[src/inc/pacs_pkg.sv]
`default_nettype none
package pacs_pkg;
   // ==========================================================
   // register map
   localparam logic [7:0] ADDR_CTRL = 8'h00;
   localparam logic [7:0] ADDR_INTERVAL = 8'h04;
   localparam logic [7:0] ADDR_FREQ_LIM = 8'h08;
   localparam logic [7:0] ADDR_RELAY_SEL = 8'h0C;
   localparam logic [7:0] ADDR_INPUT_SEL = 8'h10;
   localparam logic [7:0] ADDR_STATUS = 8'h14;
   // ==========================================================
   // field positions
   localparam int CTRL_MODE_LSB = 0;
   localparam int CTRL_MAXAUX_LSB = 4;
   localparam int SEL_STRIDE = 8;
   localparam int INSEL_LOCK3_BIT = 16;
   localparam int ST_ORDER_LSB = 0;
   localparam int ST_AVAIL_LSB = 8;
   localparam int ST_MOTOR_LSB = 12;
   localparam int ST_STOP_BIT = 16;
   localparam int ST_EXPIRED_BIT = 17;
   localparam int ST_ROTCNT_LSB = 24;
   // ==========================================================
   // mode and function codes
   localparam logic [2:0] MODE_OFF = 3'h0;
   localparam logic [2:0] MODE_AUX = 3'h1;
   localparam logic [2:0] MODE_ALL = 3'h2;
   localparam logic [2:0] MODE_AUX_LOCK = 3'h3;
   localparam logic [2:0] MODE_ALL_LOCK = 3'h4;
   localparam logic [4:0] ROT_OUT_CODE_BASE = 5'h11;
   localparam logic [4:0] LOCK_ONE_CODE = 5'h0A;
   localparam logic [4:0] LOCK_TWO_CODE = 5'h0D;
   // ==========================================================
   // reset values
   localparam logic [2:0] CTRL_MODE_RST = 3'h0;
   localparam logic [1:0] CTRL_MAXAUX_RST = 2'h2;
   localparam logic [31:0] INTERVAL_RST = 32'h0001_0000;
   localparam logic [15:0] FREQ_LIM_RST = 16'h0000;
   localparam logic [5:0] ORDER_RST = 6'h24;
   localparam logic [1:0] VS_NONE = 2'h3;
   // ==========================================================
   // timing
   localparam int CLK_PERIOD_NS = 40;
   localparam int STOP_GAP_NS = 400;
   localparam logic [3:0] STOP_GAP_CYC = 4'((STOP_GAP_NS + CLK_PERIOD_NS - 1) / CLK_PERIOD_NS);
   // ==========================================================
   // state
   typedef enum logic [1:0] {ST_RUN, ST_STOP} pacs_state_type;
   typedef struct packed {
      pacs_state_type st;
      logic [3:0] gap;
      logic [5:0] order;
      logic [1:0] vs;
      logic [2:0] motorOn;
      logic [2:0] avail;
      logic [2:0] relay;
      logic [7:0] rotCnt;
      logic [2:0] mode;
      logic [1:0] maxAux;
      logic [31:0] interval;
      logic [15:0] freqLim;
      logic [14:0] relSel;
      logic [10:0] inSel;
      logic [31:0] prdata;
      logic pready;
      logic pslverr;
   } pacs_top_state_type;
   typedef struct packed {
      logic [31:0] count;
      logic expired;
   } pacs_tmr_state_type;
endpackage : pacs_pkg
`default_nettype wire

[src/inc/pacs_tmr_if.sv]
`timescale 1ns/10ps
`default_nettype none
interface pacs_tmr_if;
   logic run;
   logic clr;
   logic [31:0] interval;
   logic expired;
   logic [31:0] count;
   modport ctl(output run, output clr, output interval, input expired, input count);
   modport tmr(input run, input clr, input interval, output expired, output count);
endinterface : pacs_tmr_if
`default_nettype wire

[src/pacs_interval_timer.sv]
`timescale 1ns/10ps
`default_nettype none
module pacs_interval_timer (
   // clock and reset
   input wire logic mclk,
   input wire logic sys_rst,
   // control side
   pacs_tmr_if.tmr tmr
);
   pacs_pkg::pacs_tmr_state_type s_q, s_d;
   logic [31:0] cntNext;

   // ==========================================================
   // interval count
   always_comb begin
      s_d = s_q;
      cntNext = s_q.count + 32'h0000_0001;
      if (!tmr.run || tmr.clr) begin
         s_d.count = 32'h0000_0000;
         s_d.expired = 1'b0;
      end else if (!s_q.expired) begin
         s_d.count = cntNext;
         s_d.expired = (cntNext >= tmr.interval);
      end
   end

   always_ff @(posedge mclk) begin
      if (sys_rst) begin
         s_q <= '0;
      end else begin
         s_q <= s_d;
      end
   end

   assign tmr.expired = s_q.expired;
   assign tmr.count = s_q.count;
endmodule : pacs_interval_timer
`default_nettype wire

[src/pacs_sequencer.sv]
// Decided for this implementation: the APB interface to the registers and the register addresses.
`timescale 1ns/10ps
`default_nettype none
module pacs_sequencer (
   // clock and reset
   input wire logic mclk,
   input wire logic sys_rst,
   // apb slave
   input wire logic psel,
   input wire logic penable,
   input wire logic pwrite,
   input wire logic [7:0] paddr,
   input wire logic [31:0] pwdata,
   output logic [31:0] prdata,
   output logic pready,
   output logic pslverr,
   // process inputs
   input wire logic runRequestInput,
   input wire logic lockInputOne,
   input wire logic lockInputTwo,
   input wire logic lockInputThree,
   input wire logic sleeping,
   input wire logic [1:0] auxDemand,
   input wire logic [15:0] outFreq,
   // contactor relays
   output logic relayOutOne,
   output logic relayOutTwo,
   output logic relayOutThree
);
   pacs_pkg::pacs_top_state_type s_q, s_d;
   pacs_tmr_if tmrBus ();

   logic lockMode, rotMode, allMode, permit, rotate, vsLost, lockBack, apbAcc;
   logic [2:0] lockIn, onCalc;
   logic [1:0] vsCalc, auxRun, motorIdx;
   logic [2:0] needed, taken;
   logic [5:0] shifted;
   logic [4:0] selCode;

   pacs_interval_timer u_timer (
      .mclk(mclk),
      .sys_rst(sys_rst),
      .tmr(tmrBus.tmr)
   );

   // distance from the lock three enable register bit down to its place in the packed select copy
   localparam int SEL_OFF = 6;

   // ==========================================================
   // mode decode and availability
   always_comb begin
      lockMode = (s_q.mode == pacs_pkg::MODE_AUX_LOCK) || (s_q.mode == pacs_pkg::MODE_ALL_LOCK);
      allMode = (s_q.mode == pacs_pkg::MODE_ALL) || (s_q.mode == pacs_pkg::MODE_ALL_LOCK);
      rotMode = (s_q.mode != pacs_pkg::MODE_OFF) && (s_q.mode <= pacs_pkg::MODE_ALL_LOCK);
      // lock three comes from the analog pin used as a digital input
      lockIn[0] = lockInputOne && (s_q.inSel[4:0] == pacs_pkg::LOCK_ONE_CODE);
      lockIn[1] = lockInputTwo && (s_q.inSel[9:5] == pacs_pkg::LOCK_TWO_CODE);
      lockIn[2] = lockInputThree && s_q.inSel[pacs_pkg::INSEL_LOCK3_BIT - SEL_OFF];
   end

   // ==========================================================
   // capacity check
   always_comb begin
      auxRun = 2'h0;
      if (s_q.motorOn != 3'b000) begin
         auxRun = 2'(s_q.motorOn[0] + s_q.motorOn[1] + s_q.motorOn[2] - 1);
      end
      if (s_q.freqLim == 16'h0000) begin
         permit = !runRequestInput || sleeping;
      end else begin
         permit = (auxRun < s_q.maxAux)
            || ((auxRun == s_q.maxAux) && (outFreq < s_q.freqLim));
      end
      // expired flag holds in the timer until permit, so rotation waits
      rotate = rotMode && tmrBus.expired && permit && (s_q.st == pacs_pkg::ST_RUN);
      vsLost = lockMode && (s_q.vs != pacs_pkg::VS_NONE) && !s_q.avail[s_q.vs]
         && (s_q.st == pacs_pkg::ST_RUN);
      lockBack = lockMode && runRequestInput && ((s_q.avail & ~s_q.motorOn & ~s_q.avail) == 3'b000)
         && ((lockMode ? lockIn : 3'b111) & ~s_q.avail) != 3'b000;
      if (allMode) begin
         shifted = {s_q.order[1:0], s_q.order[5:4], s_q.order[3:2]};
      end else begin
         shifted = {s_q.order[3:2], s_q.order[5:4], s_q.order[1:0]};
      end
   end

   // ==========================================================
   // motor assignment walk over the start order
   always_comb begin
      onCalc = 3'b000;
      vsCalc = pacs_pkg::VS_NONE;
      taken = 3'h0;
      motorIdx = 2'h0;
      needed = (runRequestInput && !sleeping) ? 3'(auxDemand) + 3'h1 : 3'h0;
      for (int p = 0; p < 3; p++) begin
         motorIdx = s_q.order[2 * p +: 2];
         if (s_q.avail[motorIdx] && (taken < needed)) begin
            onCalc[motorIdx] = 1'b1;
            if (taken == 3'h0) begin
               vsCalc = motorIdx;
            end
            taken = taken + 3'h1;
         end
      end
   end

   // ==========================================================
   // sequence, relays and registers
   always_comb begin
      s_d = s_q;
      selCode = 5'h00;
      apbAcc = psel && penable && !s_q.pready;
      s_d.avail = lockMode ? lockIn : 3'b111;
      unique case (s_q.st)
         pacs_pkg::ST_RUN: begin
            if (rotate || vsLost || lockBack) begin
               s_d.st = pacs_pkg::ST_STOP;
               s_d.gap = pacs_pkg::STOP_GAP_CYC;
               s_d.motorOn = 3'b000;
               s_d.vs = pacs_pkg::VS_NONE;
               if (rotate) begin
                  s_d.order = shifted;
                  s_d.rotCnt = s_q.rotCnt + 8'h01;
               end
            end else begin
               // a lost aux is simply replaced by the walk, vs motor untouched
               s_d.motorOn = onCalc;
               s_d.vs = vsCalc;
            end
         end
         pacs_pkg::ST_STOP: begin
            s_d.motorOn = 3'b000;
            s_d.gap = s_q.gap - 4'h1;
            if (s_q.gap == 4'h1) begin
               s_d.st = pacs_pkg::ST_RUN;
            end
         end
      endcase
      for (int k = 0; k < 3; k++) begin
         selCode = s_q.relSel[5 * k +: 5];
         s_d.relay[k] = 1'b0;
         for (int j = 0; j < 3; j++) begin
            if (selCode == 5'(pacs_pkg::ROT_OUT_CODE_BASE + 5'(j))) begin
               s_d.relay[k] = s_d.motorOn[j] && s_d.avail[j];
            end
         end
      end
      s_d.pready = apbAcc;
      s_d.pslverr = 1'b0;
      if (apbAcc) begin
         s_d.prdata = 32'h0000_0000;
         unique case (paddr)
            pacs_pkg::ADDR_CTRL: begin
               s_d.prdata[2:0] = s_q.mode;
               s_d.prdata[5:4] = s_q.maxAux;
               if (pwrite) begin
                  s_d.mode = pwdata[pacs_pkg::CTRL_MODE_LSB +: 3];
                  s_d.maxAux = pwdata[pacs_pkg::CTRL_MAXAUX_LSB +: 2];
               end
            end
            pacs_pkg::ADDR_INTERVAL: begin
               s_d.prdata = s_q.interval;
               if (pwrite) begin
                  s_d.interval = pwdata;
               end
            end
            pacs_pkg::ADDR_FREQ_LIM: begin
               s_d.prdata[15:0] = s_q.freqLim;
               if (pwrite) begin
                  s_d.freqLim = pwdata[15:0];
               end
            end
            pacs_pkg::ADDR_RELAY_SEL: begin
               for (int k = 0; k < 3; k++) begin
                  s_d.prdata[pacs_pkg::SEL_STRIDE * k +: 5] = s_q.relSel[5 * k +: 5];
                  if (pwrite) begin
                     s_d.relSel[5 * k +: 5] = pwdata[pacs_pkg::SEL_STRIDE * k +: 5];
                  end
               end
            end
            pacs_pkg::ADDR_INPUT_SEL: begin
               s_d.prdata[4:0] = s_q.inSel[4:0];
               s_d.prdata[12:8] = s_q.inSel[9:5];
               s_d.prdata[pacs_pkg::INSEL_LOCK3_BIT] = s_q.inSel[10];
               if (pwrite) begin
                  s_d.inSel = {pwdata[pacs_pkg::INSEL_LOCK3_BIT], pwdata[12:8], pwdata[4:0]};
               end
            end
            pacs_pkg::ADDR_STATUS: begin
               s_d.prdata[pacs_pkg::ST_ORDER_LSB +: 6] = s_q.order;
               s_d.prdata[pacs_pkg::ST_AVAIL_LSB +: 3] = s_q.avail;
               s_d.prdata[pacs_pkg::ST_MOTOR_LSB +: 3] = s_q.motorOn;
               s_d.prdata[pacs_pkg::ST_STOP_BIT] = (s_q.st == pacs_pkg::ST_STOP);
               s_d.prdata[pacs_pkg::ST_EXPIRED_BIT] = tmrBus.expired;
               s_d.prdata[pacs_pkg::ST_ROTCNT_LSB +: 8] = s_q.rotCnt;
            end
            default: begin
               s_d.pslverr = 1'b1;
            end
         endcase
      end
   end

   always_ff @(posedge mclk) begin
      if (sys_rst) begin
         s_q <= '0;
         s_q.st <= pacs_pkg::ST_RUN;
         s_q.order <= pacs_pkg::ORDER_RST;
         s_q.vs <= pacs_pkg::VS_NONE;
         s_q.avail <= 3'b111;
         s_q.mode <= pacs_pkg::CTRL_MODE_RST;
         s_q.maxAux <= pacs_pkg::CTRL_MAXAUX_RST;
         s_q.interval <= pacs_pkg::INTERVAL_RST;
         s_q.freqLim <= pacs_pkg::FREQ_LIM_RST;
         s_q.relSel <= {5'h13, 5'h12, 5'h11};
         s_q.inSel <= {1'b1, pacs_pkg::LOCK_TWO_CODE, pacs_pkg::LOCK_ONE_CODE};
      end else begin
         s_q <= s_d;
      end
   end

   assign tmrBus.run = runRequestInput;
   assign tmrBus.clr = rotate;
   assign tmrBus.interval = s_q.interval;
   assign prdata = s_q.prdata;
   assign pready = s_q.pready;
   assign pslverr = s_q.pslverr;
   assign relayOutOne = s_q.relay[0];
   assign relayOutTwo = s_q.relay[1];
   assign relayOutThree = s_q.relay[2];
endmodule : pacs_sequencer
`default_nettype wire

[config.mk]
export PLATFORM = sky130hd
export DESIGN_NAME = pacs_sequencer
export DESIGN_NICKNAME = d
export VERILOG_FILES = /design/src/inc/pacs_pkg.sv /design/src/inc/pacs_tmr_if.sv /design/src/pacs_interval_timer.sv /design/src/pacs_sequencer.sv
export SDC_FILE = /design/constraint.sdc
export NUM_CORES = 1
export LEC_CHECK = 0
export BUFFER_PORTS_ARGS = -buffer_cell sky130_fd_sc_hd__buf_2
export CELL_PAD_IN_SITES_DETAIL_PLACEMENT = 0
export CELL_PAD_IN_SITES_GLOBAL_PLACEMENT = 1
export CORE_MARGIN = 3
export CORE_UTILIZATION = 46
export DETAILED_ROUTE_END_ITERATION = 12
export PLACE_DENSITY = 0.8
export SYNTH_ARGS = -nofsm -noshare
export SYNTH_HDL_FRONTEND = slang
export SYNTH_HIERARCHICAL = 1
export SYNTH_SLANG_ARGS = --single-unit
export TNS_END_PERCENT = 1
[constraint.sdc]
create_clock -name mclk -period 7.5 [get_ports mclk]
set_clock_uncertainty 0.1 [all_clocks]
set_input_delay 1.125 -clock mclk [delete_from_list [all_inputs] [get_ports mclk]]
set_output_delay 1.125 -clock mclk [all_outputs]
set_load 0.02 [all_outputs]
* Yosys cells after proc, flatten, opt, wreduce, memory -nomap -nowiden
Cells that the tools add are included. W data, S select, Z words.
Word-level totals: register bits 177, output and inout port bits 37, logic and storage cells 193
Operators by class: add/sub/neg operators 8, order comparisons 14, equality and inequality tests 25, muxes and demuxes 61, bitwise operators 8, reduce and logical (&&, ||, !) cells 57
Operators with widths (number):
- $eq A5 B5 Y1 const B | 9
- $add A32 B1 Y32 const B | 1
- $ge A32 B32 Y1 | 1
- $logic_and A1 B1 Y1 | 26
- $mux W3 | 7
- $mux W1 | 20
- $pmux W3 S6 | 1
- $reduce_and A3 Y1 | 6
- $eq A8 B4 Y1 const B | 2
- $eq A8 B5 Y1 const B | 2
- $logic_not A16 Y1 | 1
- $lt A16 B16 Y1 | 1
- $pmux W8 S2 | 1
- $pmux W3 S5 | 1
- $mux W2 | 7
- $lt A2 B3 Y1 const B | 4
- $mux W12 | 1
- $mux W6 | 2
- $pmux W1 S4 | 3
- $pmux W3 S2 | 2
- $pmux W6 S2 | 1
- $eq A5 B4 Y1 const B | 2
- $pmux W1 S5 | 2
- $and A3 B3 Y3 | 3
- 41 further kinds | 67

* Depth between registers and ports, before layout
depth after elaboration 18, mapped depth 17, depth with buffers taken out 15

* Modules after synthesis
The synthesis kept the hierarchy.
Modules (own cells, without submodules):
- pacs_sequencer | instances 1, cells each 871, area an instance 7195.7 um2
- pacs_interval_timer | instances 1, cells each 360, area an instance 2844.0 um2

* Least setup slack after synthesis
Ideal clock, no wire load.
kind input-to-reg, start in auxDemand[0], end reg s_q (netlist bit relayOutOne), arrival time 3851 ps, setup slack 3446 ps, cell stages on the path 14, buffers on the path 0, cells stage by stage ha_1 > or2_2 > a221oi_2 > or2_1 > nor2_1 > ha_1 > ha_1 > nor4b_1 > a211oi_1 > nor3_1 > o311ai_1 > mux2i_1 > nand2_1 > a2111oi_2
On the way: cells in the longest elaborated chain, start to end 17, elaborated cells on any way between the ends 24
RTL lines:
- from (decl) | line pacs_sequencer.sv:23 | input wire logic [1:0] auxDemand,
- $add A2 B1 Y3 * | line pacs_sequencer.sv:94 | needed = (runRequestInput && !sleeping) ? 3'(auxDemand) + 3'h1 : 3'h0;
- $mux W3 * | line pacs_sequencer.sv:94
- $lt A1 B3 Y1 | line pacs_sequencer.sv:97 | if (s_q.avail[motorIdx] && (taken < needed)) begin
- $logic_and A1 B1 Y1 | line pacs_sequencer.sv:97
- $mux W1 | line pacs_sequencer.sv:97
- $lt A3 B3 Y1 | line pacs_sequencer.sv:97
- $logic_and A1 B1 Y1 | line pacs_sequencer.sv:97
- $mux W3 | line pacs_sequencer.sv:97
- $lt A3 B3 Y1 | line pacs_sequencer.sv:97
- $logic_and A1 B1 Y1 | line pacs_sequencer.sv:97
- $mux W3 * | line pacs_sequencer.sv:97
- $mux W5 * | line pacs_sequencer.sv:116 | if (rotate || vsLost || lockBack) begin
- $pmux W3 S2 * | line pacs_sequencer.sv:114 | unique case (s_q.st)
- $logic_and A1 B1 Y1 | line pacs_sequencer.sv:144 | s_d.relay[k] = s_d.motorOn[j] && s_d.avail[j];
- $mux W1 (2 in series) | line pacs_sequencer.sv:143 | if (selCode == 5'(pacs_pkg::ROT_OUT_CODE_BASE + 5'(j))) begin
- $mux W1 * | line pacs_sequencer.sv:143
- to (decl) | line pacs_sequencer.sv:30 | pacs_pkg::pacs_top_state_type s_q, s_d;
Every way passes the cells marked *; elsewhere a longest branch is shown, timed or not. A chain may end at the register's enable or synchronous reset.

* Worst setup path in the final report
start in auxDemand[0], end reg s_q (netlist bit relayOutTwo)
Same word-level chain as after synthesis.

==> impl_metrics.xml <==
<?xml version="1.0" encoding="UTF-8"?>
<metrics>
  <group name="clocking">
    <metric name="post_cts.repair.setup_buffers" unit="">0</metric>
    <metric name="root_buffer" unit="">clkbuf_16</metric>
    <metric name="clock_sinks" unit="">176</metric>
    <metric name="postCtsResizedCells" unit="">0</metric>
    <metric name="clock_insertion_delay_at_the_later_pin_of_the_skew_report" unit="ps">430</metric>
    <metric name="post_cts_hold_buffer_count" unit="">0</metric>
    <metric name="cts_inserted_buffers" unit="">17</metric>
    <metric name="clk_pin_slew_worst_paths" unit="ps">70</metric>
    <metric name="tritoncts_clock_tree" unit="">yes</metric>
    <metric name="htreeDepth" unit="">4</metric>
    <metric name="ctsLongestPathBuffers" unit="">2</metric>
  </group>
  <group name="critical_path">
    <metric name="crit_type" unit="">in -&gt; reg</metric>
    <metric name="setup.worst_path.end_class" unit="">register</metric>
    <metric name="timing.rr.end" unit="">u_timer/tmr.expired</metric>
    <metric name="cp_cell_sequence" unit="">buf_2 &gt; ha_1 &gt; or2_2 &gt; a221oi_2 &gt; or2_1 &gt; nor2_1 &gt; ha_1 &gt; ha_1 &gt; nor4b_1 &gt; a211oi_1 &gt; nor3_1 &gt; o311ai_1 &gt; mux2i_1 &gt; nand2_1 &gt; a2111oi_2</metric>
    <metric name="r2r_start" unit="">s_q[127]</metric>
    <metric name="r2r_cells" unit="">14</metric>
    <metric name="worst-endpoint-required" unit="ps">7720</metric>
    <metric name="cpMostUsedCell" unit="">ha_1</metric>
    <metric name="r2r_setup_slack" unit="ps">3670</metric>
    <metric name="worst_ep_arrival_time" unit="ps">4360</metric>
    <metric name="crit_path_max_fanout" unit="">5</metric>
    <metric name="critical-path-slowest-cell" unit="">a2111oi_2</metric>
    <metric name="timing.critical_path.from" unit="">auxDemand[0]</metric>
    <metric name="critical_path.max_stage_delay" unit="ps">370</metric>
    <metric name="timing.critical_path.from_type" unit="">primary input</metric>
  </group>
  <group name="floorplan">
    <metric name="die_area" unit="sq mm">0.0236</metric>
    <metric name="floorplan.die.width" unit="microns">154</metric>
    <metric name="fp-row-count" unit="">53</metric>
    <metric name="core_region_area" unit="sq mm">0.0212</metric>
    <metric name="die_h" unit="microns">154</metric>
    <metric name="start_util" unit="">0.473</metric>
    <metric name="ios" unit="">105</metric>
  </group>
  <group name="yosys">
    <metric name="sequential_to_total_area_share_from_yosys_stat" unit="">0.351</metric>
    <metric name="synthDominantCellAreaShare" unit="">0.351</metric>
    <metric name="synth_area_leader_cell" unit="">dfxtp_1</metric>
    <metric name="async_reset_ff_frac" unit="">0</metric>
    <metric name="synthDistinctLibCells" unit="">83</metric>
    <metric name="ys.warnings.count" unit="">6</metric>
    <metric name="post_synth_inst_count" unit="">1231</metric>
    <metric name="number_of_flops_mapped_to_enable_cells_by_yosys" unit="">0</metric>
    <metric name="netlist_area" unit="sq mm">0.0100</metric>
    <metric name="synthesis.nets" unit="">1358</metric>
    <metric name="postSynth.topFlopCell" unit="">dfxtp_1</metric>
    <metric name="netlist_top_cells_area" unit="">dfxtp_1, ha_1, nand2_1</metric>
    <metric name="yosys_register_bits" unit="">176</metric>
    <metric name="mean_syn_cell_area" unit="sq um">8.16</metric>
  </group>
  <group name="power">
    <metric name="power.density_cell_area" unit="mW/mm^2">185</metric>
    <metric name="total_power" unit="mW">2.03</metric>
    <metric name="power.static_leakage" unit="nW">4.24</metric>
    <metric name="max-vdd-ir-drop" unit="V">0.000144</metric>
  </group>
  <group name="hold_path">
    <metric name="worstHoldStart" unit="">prdata[21]</metric>
    <metric name="min-delay-path-class" unit="">reg -&gt; reg</metric>
    <metric name="worst_hold_path.num_cells" unit="">2</metric>
    <metric name="whs_endpoint" unit="">prdata[21]</metric>
  </group>
  <group name="timing">
    <metric name="grt_setup_unrepaired" unit="">no</metric>
    <metric name="hold_ws" unit="ps">350</metric>
    <metric name="setup-tns-final" unit="ps">0</metric>
    <metric name="clock.fmax" unit="GHz">0.242</metric>
    <metric name="tightest_slew" unit="ps">1200</metric>
    <metric name="post-route-period-util" unit="">0.552</metric>
    <metric name="finalSetupViolations" unit="">0</metric>
    <metric name="timing.final.crit_period" unit="ps">4140</metric>
    <metric name="slew_headroom" unit="">0.203</metric>
    <metric name="final_count_of_pins_violating_max_slew" unit="">0</metric>
    <metric name="final-hold-violation-count" unit="">0</metric>
  </group>
  <group name="finish">
    <metric name="final_net_count" unit="">1379</metric>
    <metric name="final_util" unit="">0.515</metric>
    <metric name="antennaDiodeCount" unit="">0</metric>
    <metric name="flow.area_growth_from_synthesis" unit="%">8.91</metric>
    <metric name="drive_above_1_share" unit="">0.138</metric>
    <metric name="nFillCells" unit="">2096</metric>
    <metric name="stdcell_count" unit="">1540</metric>
    <metric name="multi_input_comb_area" unit="sq mm">0.00566</metric>
    <metric name="seqCellArea" unit="sq mm">0.00352</metric>
  </group>
  <group name="global_routing">
    <metric name="grt_start_max_net_pins" unit="">112</metric>
    <metric name="antenna_violations_before_repair" unit="">0</metric>
    <metric name="grt_first_pass_wirelength" unit="microns">43700</metric>
    <metric name="first_global_vias" unit="">8162</metric>
    <metric name="globalRoute.busiestLayer" unit="">met2</metric>
    <metric name="grt.met1_usage" unit="">0.322</metric>
    <metric name="grt_use_total" unit="">0.228</metric>
    <metric name="gr-usage-met2" unit="">0.366</metric>
    <metric name="total_overflow_reported_by_the_global_router" unit="">0</metric>
    <metric name="groute.layer.met3.usage" unit="">0.0383</metric>
  </group>
  <group name="flow_run">
    <metric name="max_cap_violations" unit="">0</metric>
  </group>
  <group name="route">
    <metric name="detailedRoute.firstIterationViolations" unit="">552</metric>
    <metric name="totalWireLength" unit="microns">27100</metric>
    <metric name="ant_nets" unit="">0</metric>
    <metric name="wire_per_inst" unit="microns">17.6</metric>
    <metric name="detail_route.vias_per_cell" unit="">5.57</metric>
    <metric name="drtPass1Iterations" unit="">5</metric>
    <metric name="total_vias_in_the_final_route" unit="">8580</metric>
    <metric name="post-route-drc-count" unit="">0</metric>
  </group>
  <group name="place">
    <metric name="placement.io_buffers" unit="">104</metric>
    <metric name="detailedPlacementHpwl" unit="microns">19600</metric>
    <metric name="place.detailed.instances" unit="">1508</metric>
    <metric name="gpl.final_weighted_congestion" unit="">0.912</metric>
  </group>
  <group name="status">
    <metric name="run_status" unit="">finished clean</metric>
  </group>
</metrics>
[worst max-delay path by stage]
stage,depth (start not counted),slack (ps),end
3_5_place_dp,15,2920,relayOutTwo
6_report,15,3360,relayOutTwo
3_3_place_gp,15,3050,relayOutTwo
4_1_cts,15,3350,relayOutTwo
2_1_floorplan,14,3450,relayOutOne
5_1_grt,15,3000,relayOutOne
[layout by cell type, fill, tap and decap left out, drive strengths merged, types with 23 or more instances in the layout]
cell    Yosys  routed
inv        65      69
dfxtp     176     176
nand2     182     182
nor3       50      50
buf        62     109
nand3      30      30
a21oi      94      94
nor2      116     116
a221oi     24      24
xnor2      38      38
ha         59      59
mux2i      23      23
[worst max-delay path, delay by kind of cell]
| family | cells | cell delay, ps |
|---|---|---|
| adder cells (fa/ha/maj) | 3 | 690 |
| AND/OR/NAND/NOR | 6 | 1150 |
| buffers and inverters | 1 | 130 |
| AO/OA/AOI/OAI | 4 | 1060 |
| multiplexers | 1 | 180 |
[area by class of cell]
| cell class | count | area share |
|---|---|---|
| well taps | 275 | 0.0315 |
| inverters | 65 | 0.0223 |
| clock inverters | 10 | 0.0113 |
| clock buffers | 22 | 0.0434 |
| repair buffers | 109 | 0.0513 |
| multi-input cells | 883 | 0.518 |
| flip-flops and latches | 176 | 0.322 |
[registers in the layout, summed over array words and instances (netlist names)]
name,count
motorIdx,2
prdata,32
s_q,72
u_timer/tmr.count,32
pready,1
tmrBus.interval,32
u_timer/tmr.expired,1
relayOutOne,1
relayOutTwo,1
pslverr,1
relayOutThree,1
[cells in the mapped netlist (4+ instances only)]
library cell / n
nor4_1: 16
xor2_1: 22
nor3_1: 47
nor2_1: 115
and4_1: 5
a221o_1: 10
nor2b_1: 18
a31oi_1: 6
nand2_1: 181
a311oi_1: 6
clkbuf_1: 45
ha_1: 59
buf_4: 34
and3_1: 9
nand3_1: 28
mux2_1: 4
xnor2_1: 38
nand2b_1: 13
buf_2: 20
a21o_1: 4
a221oi_1: 23
or2_1: 6
a21oi_1: 94
a211oi_1: 8
dfxtp_1: 176
inv_1: 63
a22oi_1: 9
nand4_1: 16
a211o_1: 11
nand3b_1: 15
buf_6: 6
mux2i_1: 22
a31o_2: 4
and2_1: 7
o21ai_0: 16
[logic make-up (layout without fill, tap and decap cells)]
group | after synthesis | count (layout) | share of synthesized area
AOI/OAI and AO/OA | 221 | 221 | 0.151
xor gates and xnor gates | 60 | 60 | 0.0523
adders and majority gates | 59 | 59 | 0.0735
buffers and inverters | 172 | 206 | 0.0856
DFF | 176 | 176 | 0.351
muxes | 29 | 29 | 0.0309
and+or+nand+nor | 514 | 514 | 0.255
[metrics by stage]
| stage | cell area [sq um] | setup WS, ps |
|---|---|---|
| after global routing | 10900 | 3000 |
| after floorplan | 10000 | 3450 |
| after CTS | 10900 | 3350 |
| after global placement | 10300 | 3050 |
| final | 10900 | 3360 |
| after detailed placement | 10300 | 2920 |
[layer usage]
metal | up-vias | wire [microns]
met5 | - | 0
met4 | 0 | 444
met3 | 22 | 1130
met2 | 210 | 12500
met1 | 4048 | 13000
li1 | 4300 | -
[where the power goes]
part / switching (mW) / internal, mW / total (mW)
clock network: 0.394 / 0.523 / 0.917
logic: 0.0954 / 0.0579 / 0.153
registers: 0.00828 / 0.948 / 0.956
total: 0.498 / 1.53 / 2.03
(Power assumes the default switching activity.)
